==> src/hw/rapt_pkg.sv <==
// Constants for the rectifier-two / auxiliary PWM edge timing block.
// Assumes a 40 MHz system clock and byte-wide register access.
//
// What this block does
// - Rectifier-two rise time: high byte at rect2_rise_time_high, low nibble rect2_rise_setting[7:4].
// - Each edge time step is 5 ns per least significant bit.
// - Rectifier-two fall time: high byte at rect2_fall_time_high, low nibble rect2_fall_setting[7:4].
// - Auxiliary rise time: high byte at aux_rise_time_high, low nibble aux_rise_setting[7:4].
// - Auxiliary fall time: high byte at aux_fall_time_high, low nibble 0x5C[7:4].
// - Setting bit 3 set lets loop modulation shift that edge.
// - Setting bit 2 set moves edge later with rising modulation, else earlier.
// - Writes to 0x55..0x5D take effect only when latch bit is written.
// - Rectifier-two output held low while disable register bit 6 is set.
// - Auxiliary output held low while disable register bit 7 is set.
package rapt_pkg;

  localparam int ADDR_W = 8;
  localparam int DATA_W = 8;
  localparam int TIME_W = 12;

  // *******************************************
  // Register offsets
  // *******************************************
  localparam logic [7:0] OFF_RECT2_RISE_HI = 8'h55;
  localparam logic [7:0] OFF_RECT2_RISE_SET = 8'h56;
  localparam logic [7:0] OFF_RECT2_FALL_HI = 8'h57;
  localparam logic [7:0] OFF_RECT2_FALL_SET = 8'h58;
  localparam logic [7:0] OFF_AUX_RISE_HI = 8'h59;
  localparam logic [7:0] OFF_AUX_RISE_SET = 8'h5a;
  localparam logic [7:0] OFF_AUX_FALL_HI = 8'h5b;
  localparam logic [7:0] OFF_AUX_FALL_SET = 8'h5c;
  localparam logic [7:0] OFF_OUT_DISABLE = 8'h5d;
  localparam logic [7:0] OFF_FIRST = OFF_RECT2_RISE_HI;
  localparam int NUM_REGS = 9;

  // *******************************************
  // Field positions
  // *******************************************
  localparam int FLD_LOW_MSB = 7;
  localparam int FLD_LOW_LSB = 4;
  localparam int BIT_MOD_EN = 3;
  localparam int BIT_MOD_NEG = 2;
  localparam int BIT_GO = 0;
  localparam int BIT_RECT2_DIS = 6;
  localparam int BIT_AUX_DIS = 7;

  // *******************************************
  // Reset values
  // *******************************************
  localparam logic [7:0] RST_REG = 8'h00;
  localparam logic [7:0] RST_RDATA = 8'h00;

  // *******************************************
  // Timing
  // *******************************************
  localparam int STEP_PS = 5000;
  localparam int CLK_PERIOD_PS = 25000;
  localparam int STEPS_PER_CLK = CLK_PERIOD_PS / STEP_PS;
  localparam int PERIOD_STEPS_DEF = 4096;

endpackage

==> src/hw/rapt_chan_if.sv <==
// Carries one output channel's settings and result between the
// register side and the edge comparator.
// Assumes both ends share the system clock.
`timescale 1ns/1ps
interface rapt_chan_if
  import rapt_pkg::*;
();
  logic        [7:0]        rise_hi;
  logic        [7:0]        rise_set;
  logic        [7:0]        fall_hi;
  logic        [7:0]        fall_set;
  logic                     disable_out;
  logic        [TIME_W-1:0] count;
  logic signed [TIME_W-1:0] modulation;
  logic                     drive;

  modport ctrl (
    output rise_hi, rise_set, fall_hi, fall_set,
    output disable_out, count, modulation,
    input  drive
  );

  modport chan (
    input  rise_hi, rise_set, fall_hi, fall_set,
    input  disable_out, count, modulation,
    output drive
  );
endinterface

==> src/hw/rapt_chan.sv <==
// Edge comparator for one PWM output.
// Assumes the counter and settings arrive already latched.
`timescale 1ns/1ps
module rapt_chan
  import rapt_pkg::*;
(
  input  wire logic  sys_clk_in,
  input  wire logic  reset_in,
  rapt_chan_if.chan  ch
);

  logic [TIME_W-1:0] rise_eff;
  logic [TIME_W-1:0] fall_eff;
  logic              drive_reg;
  logic              drive_next;

  // *******************************************
  // Effective edge time
  // *******************************************
  function automatic logic [TIME_W-1:0] eff_time(
    input logic        [7:0]        hi,
    input logic        [7:0]        set,
    input logic signed [TIME_W-1:0] modv
  );
    logic signed [TIME_W+1:0] base;
    logic signed [TIME_W+1:0] sum;
    logic        [TIME_W-1:0] res;
    base = $signed({2'b00, hi, set[FLD_LOW_MSB:FLD_LOW_LSB]});
    sum  = base;
    if (set[BIT_MOD_EN]) begin
      if (set[BIT_MOD_NEG]) begin
        sum = base + (TIME_W+2)'(modv);
      end else begin
        sum = base - (TIME_W+2)'(modv);
      end
    end
    // Clamp keeps a large swing from wrapping round the 12-bit time range (0 to 4095), not the period
    if (sum < 0) begin
      res = '0;
    end else if (sum > $signed({2'b00, {TIME_W{1'b1}}})) begin
      res = '1;
    end else begin
      res = sum[TIME_W-1:0];
    end
    return res;
  endfunction

  assign rise_eff = eff_time(ch.rise_hi, ch.rise_set, ch.modulation);
  assign fall_eff = eff_time(ch.fall_hi, ch.fall_set, ch.modulation);

  // *******************************************
  // Window compare
  // *******************************************
  always_comb begin
    drive_next = 1'b0;
    if (rise_eff < fall_eff) begin
      drive_next = (ch.count >= rise_eff) && (ch.count < fall_eff);
    end else if (rise_eff > fall_eff) begin
      drive_next = (ch.count >= rise_eff) || (ch.count < fall_eff);
    end
    if (ch.disable_out) begin
      drive_next = 1'b0;
    end
  end

  always_ff @(posedge sys_clk_in or posedge reset_in) begin
    if (reset_in) begin
      drive_reg <= 1'b0;
    end else begin
      drive_reg <= drive_next;
    end
  end

  assign ch.drive = drive_reg;

endmodule

==> src/hw/rapt_edge_timing.sv <==
// Edge timing for the second rectifier drive and auxiliary PWM output.
// Holds software-visible and latched copies of the edge registers,
// runs the switching-period counter and feeds two edge comparators.
// Assumes the serial register interface presents one-cycle byte
// strobes synchronous to sys_clk_in.
`timescale 1ns/1ps
module rapt_edge_timing
  import rapt_pkg::*;
#(
  parameter int PERIOD_STEPS = PERIOD_STEPS_DEF
)(
  input  wire logic                     sys_clk_in,
  input  wire logic                     reset_in,
  input  wire logic                     reg_wr_en_in,
  input  wire logic                     reg_rd_en_in,
  input  wire logic        [ADDR_W-1:0] reg_addr_in,
  input  wire logic        [DATA_W-1:0] reg_wdata_in,
  input  wire logic signed [TIME_W-1:0] loop_mod_in,
  output logic             [DATA_W-1:0] reg_rdata_out,
  output logic                          reg_rvalid_out,
  output logic             [TIME_W-1:0] period_count_out,
  output logic                          rectifier_drive_two_out,
  output logic                          auxiliary_pwm_output_out
);

  localparam int CNT_W = TIME_W + 1;
  localparam logic [CNT_W-1:0] STEP_INC = CNT_W'(STEPS_PER_CLK);
  localparam logic [CNT_W-1:0] PERIOD_C = CNT_W'(PERIOD_STEPS);

  // *******************************************
  // Parameter check
  // *******************************************
  if (PERIOD_STEPS <= STEPS_PER_CLK ||
      PERIOD_STEPS > (1 << TIME_W)) begin : g_bad_period
    $error("PERIOD_STEPS out of range");
  end

  // *******************************************
  // Register state
  // *******************************************
  logic [DATA_W-1:0] shadow_reg [NUM_REGS];
  logic [DATA_W-1:0] shadow_next [NUM_REGS];
  logic [DATA_W-1:0] active_reg [NUM_REGS];
  logic [DATA_W-1:0] active_next [NUM_REGS];
  logic [DATA_W-1:0] rdata_reg;
  logic [DATA_W-1:0] rdata_next;
  logic              rvalid_reg;
  logic              rvalid_next;
  logic [CNT_W-1:0]  cnt_reg;
  logic [CNT_W-1:0]  cnt_next;
  logic              in_range;
  logic [3:0]        reg_idx;
  logic              go_write;

  function automatic logic [3:0] off_to_idx(input logic [7:0] off);
    logic [7:0] d;
    d = off - OFF_FIRST;
    return d[3:0];
  endfunction

  assign in_range = (reg_addr_in >= OFF_FIRST) &&
                    (reg_addr_in <= OFF_OUT_DISABLE);
  assign reg_idx  = off_to_idx(reg_addr_in);
  assign go_write = reg_wr_en_in && (reg_addr_in == OFF_OUT_DISABLE) &&
                    reg_wdata_in[BIT_GO];

  // *******************************************
  // Register write and latch
  // *******************************************
  always_comb begin
    shadow_next = shadow_reg;
    active_next = active_reg;
    if (reg_wr_en_in && in_range) begin
      shadow_next[reg_idx] = reg_wdata_in;
      // Latch bit is a strobe, never stored
      if (reg_addr_in == OFF_OUT_DISABLE) begin
        shadow_next[reg_idx][BIT_GO] = 1'b0;
      end
    end
    // latch on trigger write
    // Same-cycle write is latched too, so one write can set the disable bits and go
    if (go_write) begin
      active_next = shadow_next;
    end
  end

  always_ff @(posedge sys_clk_in or posedge reset_in) begin
    if (reset_in) begin
      for (int i = 0; i < NUM_REGS; i++) begin
        shadow_reg[i] <= RST_REG;
        active_reg[i] <= RST_REG;
      end
    end else begin
      shadow_reg <= shadow_next;
      active_reg <= active_next;
    end
  end

  // *******************************************
  // Register read
  // *******************************************
  always_comb begin
    rvalid_next = reg_rd_en_in;
    rdata_next  = rdata_reg;
    if (reg_rd_en_in) begin
      // Reads show the written values, not the latched ones
      rdata_next = in_range ? shadow_reg[reg_idx] : RST_RDATA;
    end
  end

  always_ff @(posedge sys_clk_in or posedge reset_in) begin
    if (reset_in) begin
      rdata_reg  <= RST_RDATA;
      rvalid_reg <= 1'b0;
    end else begin
      rdata_reg  <= rdata_next;
      rvalid_reg <= rvalid_next;
    end
  end

  assign reg_rdata_out  = rdata_reg;
  assign reg_rvalid_out = rvalid_reg;

  // *******************************************
  // Switching-period counter
  // *******************************************
  // advances 5 ns steps per clock
  // Edges land on whole 25 ns clocks; finer steps are quantised
  always_comb begin
    cnt_next = cnt_reg + STEP_INC;
    if (cnt_next >= PERIOD_C) begin
      cnt_next = cnt_next - PERIOD_C;
    end
  end

  always_ff @(posedge sys_clk_in or posedge reset_in) begin
    if (reset_in) begin
      cnt_reg <= '0;
    end else begin
      cnt_reg <= cnt_next;
    end
  end

  assign period_count_out = cnt_reg[TIME_W-1:0];

  // *******************************************
  // Output channels
  // *******************************************
  rapt_chan_if rect2_if ();
  rapt_chan_if aux_if ();

  assign rect2_if.rise_hi  = active_reg[off_to_idx(OFF_RECT2_RISE_HI)];
  assign rect2_if.rise_set = active_reg[off_to_idx(OFF_RECT2_RISE_SET)];
  assign rect2_if.fall_hi  = active_reg[off_to_idx(OFF_RECT2_FALL_HI)];
  assign rect2_if.fall_set = active_reg[off_to_idx(OFF_RECT2_FALL_SET)];
  assign rect2_if.disable_out =
    active_reg[off_to_idx(OFF_OUT_DISABLE)][BIT_RECT2_DIS];
  assign rect2_if.count      = cnt_reg[TIME_W-1:0];
  assign rect2_if.modulation = loop_mod_in;

  assign aux_if.rise_hi  = active_reg[off_to_idx(OFF_AUX_RISE_HI)];
  assign aux_if.rise_set = active_reg[off_to_idx(OFF_AUX_RISE_SET)];
  assign aux_if.fall_hi  = active_reg[off_to_idx(OFF_AUX_FALL_HI)];
  assign aux_if.fall_set = active_reg[off_to_idx(OFF_AUX_FALL_SET)];
  assign aux_if.disable_out =
    active_reg[off_to_idx(OFF_OUT_DISABLE)][BIT_AUX_DIS];
  assign aux_if.count      = cnt_reg[TIME_W-1:0];
  assign aux_if.modulation = loop_mod_in;

  rapt_chan u_rect2 (
    .sys_clk_in (sys_clk_in),
    .reset_in   (reset_in),
    .ch         (rect2_if.chan)
  );

  rapt_chan u_aux (
    .sys_clk_in (sys_clk_in),
    .reset_in   (reset_in),
    .ch         (aux_if.chan)
  );

  assign rectifier_drive_two_out  = rect2_if.drive;
  assign auxiliary_pwm_output_out = aux_if.drive;

endmodule

==> config.mk <==
export PLATFORM = sky130hd
export DESIGN_NAME = rapt_edge_timing
export DESIGN_NICKNAME = d
export VERILOG_FILES = /design/src/hw/rapt_pkg.sv /design/src/hw/rapt_chan_if.sv /design/src/hw/rapt_chan.sv /design/src/hw/rapt_edge_timing.sv
export SDC_FILE = /design/constraint.sdc
export NUM_CORES = 1
export LEC_CHECK = 0
export BUFFER_PORTS_ARGS = -buffer_cell sky130_fd_sc_hd__buf_2
export CELL_PAD_IN_SITES_DETAIL_PLACEMENT = 1
export CELL_PAD_IN_SITES_GLOBAL_PLACEMENT = 2
export CORE_MARGIN = 5
export CORE_UTILIZATION = 40
export DETAILED_ROUTE_END_ITERATION = 8
export GPL_TIMING_DRIVEN = 0
export PLACE_DENSITY_LB_ADDON = 0.1
export SYNTH_ARGS = -nofsm -noshare
export SYNTH_HDL_FRONTEND = slang
export SYNTH_HIERARCHICAL = 1
export SYNTH_SLANG_ARGS = --single-unit
export TNS_END_PERCENT = 1
==> constraint.sdc <==
create_clock -name sys_clk_in -period 13.5 [get_ports sys_clk_in]
set_input_delay 1.35 -clock sys_clk_in [delete_from_list [all_inputs] [get_ports sys_clk_in]]
set_output_delay 1.35 -clock sys_clk_in [all_outputs]
set_load 0.05 [all_outputs]
==> impl_metrics.tcl <==
set metrics [dict create \
    fin_worst_skew_ns 0.01467 \
    dieArea_sq_um 35470 \
    syn_area_sq_um 12720 \
    wl_per_cell_um 24.68 \
    slew_headroom_pct 25.28 \
    coreArea_sq_um 31470 \
    cts_tree "built" \
    arrival_ns 7.26 \
    grt_pass1_wl_um 70750 \
    grt_pass1_vias 11618 \
    start_kind "input pin" \
    grt_max_degree 81 \
    final-setup-viol-count 0 \
    tns_ns 0 \
    vias 11334 \
    leakagePower_nw 6.416 \
    port_buffers 44 \
    drtAntennaViolNets 0 \
    r2r.worst_path.cells 23 \
    min_period_ns 6.949 \
    placed_cells 1831 \
    area_growth_pct 10.84 \
    cp-end-kind "flop" \
    cp_num_buf_inv 3 \
    post_cts_buffers 0 \
    fillers 3681 \
    wirelength_um 45980 \
    route.detailed.drc 0 \
    rsz0062_at_grt "false" \
    netlist_instances 1384 \
    hold_viol 0 \
    start_util_pct 40.42 \
    detailed_place_hpwl_um 36300 \
    period_share_pct 51.47 \
    syn_area_per_cell_sq_um 9.191 \
    r2r-start "rect2_if.fall_set[2]$_DFFE_PP0P_" \
    power.density_nw_per_um2 94.19 \
    critPathKind "in -> reg" \
    clock_latency_ns 0.45 \
    synth_nets 1548 \
    status "finished, final reports clean" \
    hold_path_startpoint "shadow_reg[24]$_DFF_PP0_" \
    fp.dieW_um 188.3 \
    place_congestion 0.9035 \
    core.rowCount 65 \
    slew_violations 0 \
    fp.dieH_um 188.3 \
    crit_start "loop_mod_in[0]" \
    crit_fanout 10 \
    yosysWarnings 6 \
    largest_reg_flops 66 \
    antenna_cells 0 \
    crit_required_ns 13.81 \
    cts_resized 0 \
    nets 1612 \
    ioPinCount 55 \
    drtIter0Drc 764 \
    overflow 0 \
    max_cap_viol_count 0 \
    worstHoldPathCells 2 \
    tightest_slew_ns 1.112 \
    fmax_mhz 143.9 \
    crit_top_cell "a21oi_1" \
    reg2reg_slack_ns 7.51 \
    cts_buffers 17 \
    cts-root-buf "clkbuf_16" \
    cp_num_cells 26 \
    slowest_delay_ns 0.57 \
    cts.sinks 153 \
    critPathTopFamily "compound AO/OA/AOI/OAI gates" \
    antenna_found_initial 0 \
    postCtsHoldBufs 0 \
    ir_worst_vdd_uv 89.02 \
    clk_pin_slew_ns 0.07 \
    crit_path_top_delay_cell "a21oi_1" \
    drive_gt1_share_pct 14.31 \
    hold_path.class "reg -> reg" \
    first_pass_iters 5 \
    clockBufferDepth 2 \
    viasPerCell 6.084 \
    htree_num_levels 4 \
    final_cells 1863 \
    track_usage_pct 25.74 \
]
[through the flow]
stage	worst slack [ns]	utilization, %	total power, mW	instance area (sq um)	hold WS [ns]
after global placement	6.033	42.72	0.8151	13440	0.4685
after global routing	6.237	44.80	1.392	14100	0.5267
after CTS	6.758	44.80	1.332	14100	0.4944
after detailed placement	6.338	42.82	0.8217	13480	0.4773
final	6.551	44.80	1.328	14100	0.4945
after floorplan	7.765	-	0.7216	12720	0.4523
[cell usage in the layout, fill, tap and decap left out, drive strengths merged, types with 6 or more instances in the layout]
master and n:
nand4 12, nor3b 9, nor4 11, o21a 20, buf 72, dfrtp 153, xor2 61, or2 9
or3 8, a221o 10, a311oi 14, mux4 16, o221ai 13, a21oi 78, a211oi 10, a2bb2oi 10
xnor2 30, a311o 12, clkinv 6, o211ai 7, ha 128, nand3 60, nor3 43, and2 8
and3 6, o31ai 14, nor2b 14, inv 49, mux2i 10, mux2 38, nor2 142, a31oi 43
o221a 12, o21ai 102, nand2 96, a21o 11, clkbuf 61, nand2b 11
[path summary, 6_finish.rpt]
check                                                 to
max                           u_rect2/ch.drive$_DFF_PP0_
max in group asynchronous  aux_if.fall_hi[0]$_DFFE_PP0P_
min in group asynchronous     u_rect2/ch.drive$_DFF_PP0_
max reg2reg                   u_rect2/ch.drive$_DFF_PP0_
min reg2reg                     shadow_reg[24]$_DFF_PP0_
min                             shadow_reg[24]$_DFF_PP0_
[routing by layer]
metal / up-vias / global-route usage, % / part of all wire, % / routed length, um
met4: 0 / 8.268 / 3.2 / 1462
li1: 5320 / - / - / -
met5: - / 0 / 0 / 0
met2: 280 / 40.99 / 45 / 20900
met3: 66 / 3.761 / 4.2 / 1920
met1: 5668 / 36.22 / 47 / 21690
[final cells by class]
type | instances | area (sq um) | area share (%)
Multi-Input combinational cell | 1119 | 8378 | 59.42
Sequential cell | 153 | 3829 | 27.15
Tap cell | 402 | 503.0 | 3.567
Clock buffer | 17 | 425.4 | 3.017
Buffer | 71 | 360.3 | 2.556
Timing Repair Buffer | 45 | 247.7 | 1.757
Clock inverter | 15 | 197.7 | 1.402
Inverter | 41 | 158.9 | 1.127
[report_power, final]
part	internal, mW	leakage, nW	total, mW	switching (mW)
Sequential	0.473	2.09	0.488	0.0154
Clock	0.269	0.303	0.511	0.242
Combinational	0.119	4.02	0.328	0.209
Total	0.861	6.42	1.33	0.467
[worst register-to-register path: stages (launching register included)]
cell and delay [ns]:
dfrtp_1 0.42, clkbuf_1 0.29, clkbuf_1 0.39, nor2_1 0.12
xor2_1 0.18, ha_1 0.36, nand2_1 0.10, o311a_1 0.38
o41ai_1 0.51, a41oi_1 0.22, xor2_1 0.27, or2_1 0.18
buf_2 0.23, a21oi_1 0.06, a21oi_1 0.57, ha_1 0.38
a21oi_1 0.15, o21ai_0 0.11, a21oi_1 0.20, o21ai_0 0.20
nor3_1 0.19, a21oi_1 0.07, a32oi_1 0.20, nor3_1 0.09
Note: power is estimated with default switching activity, not from simulation.
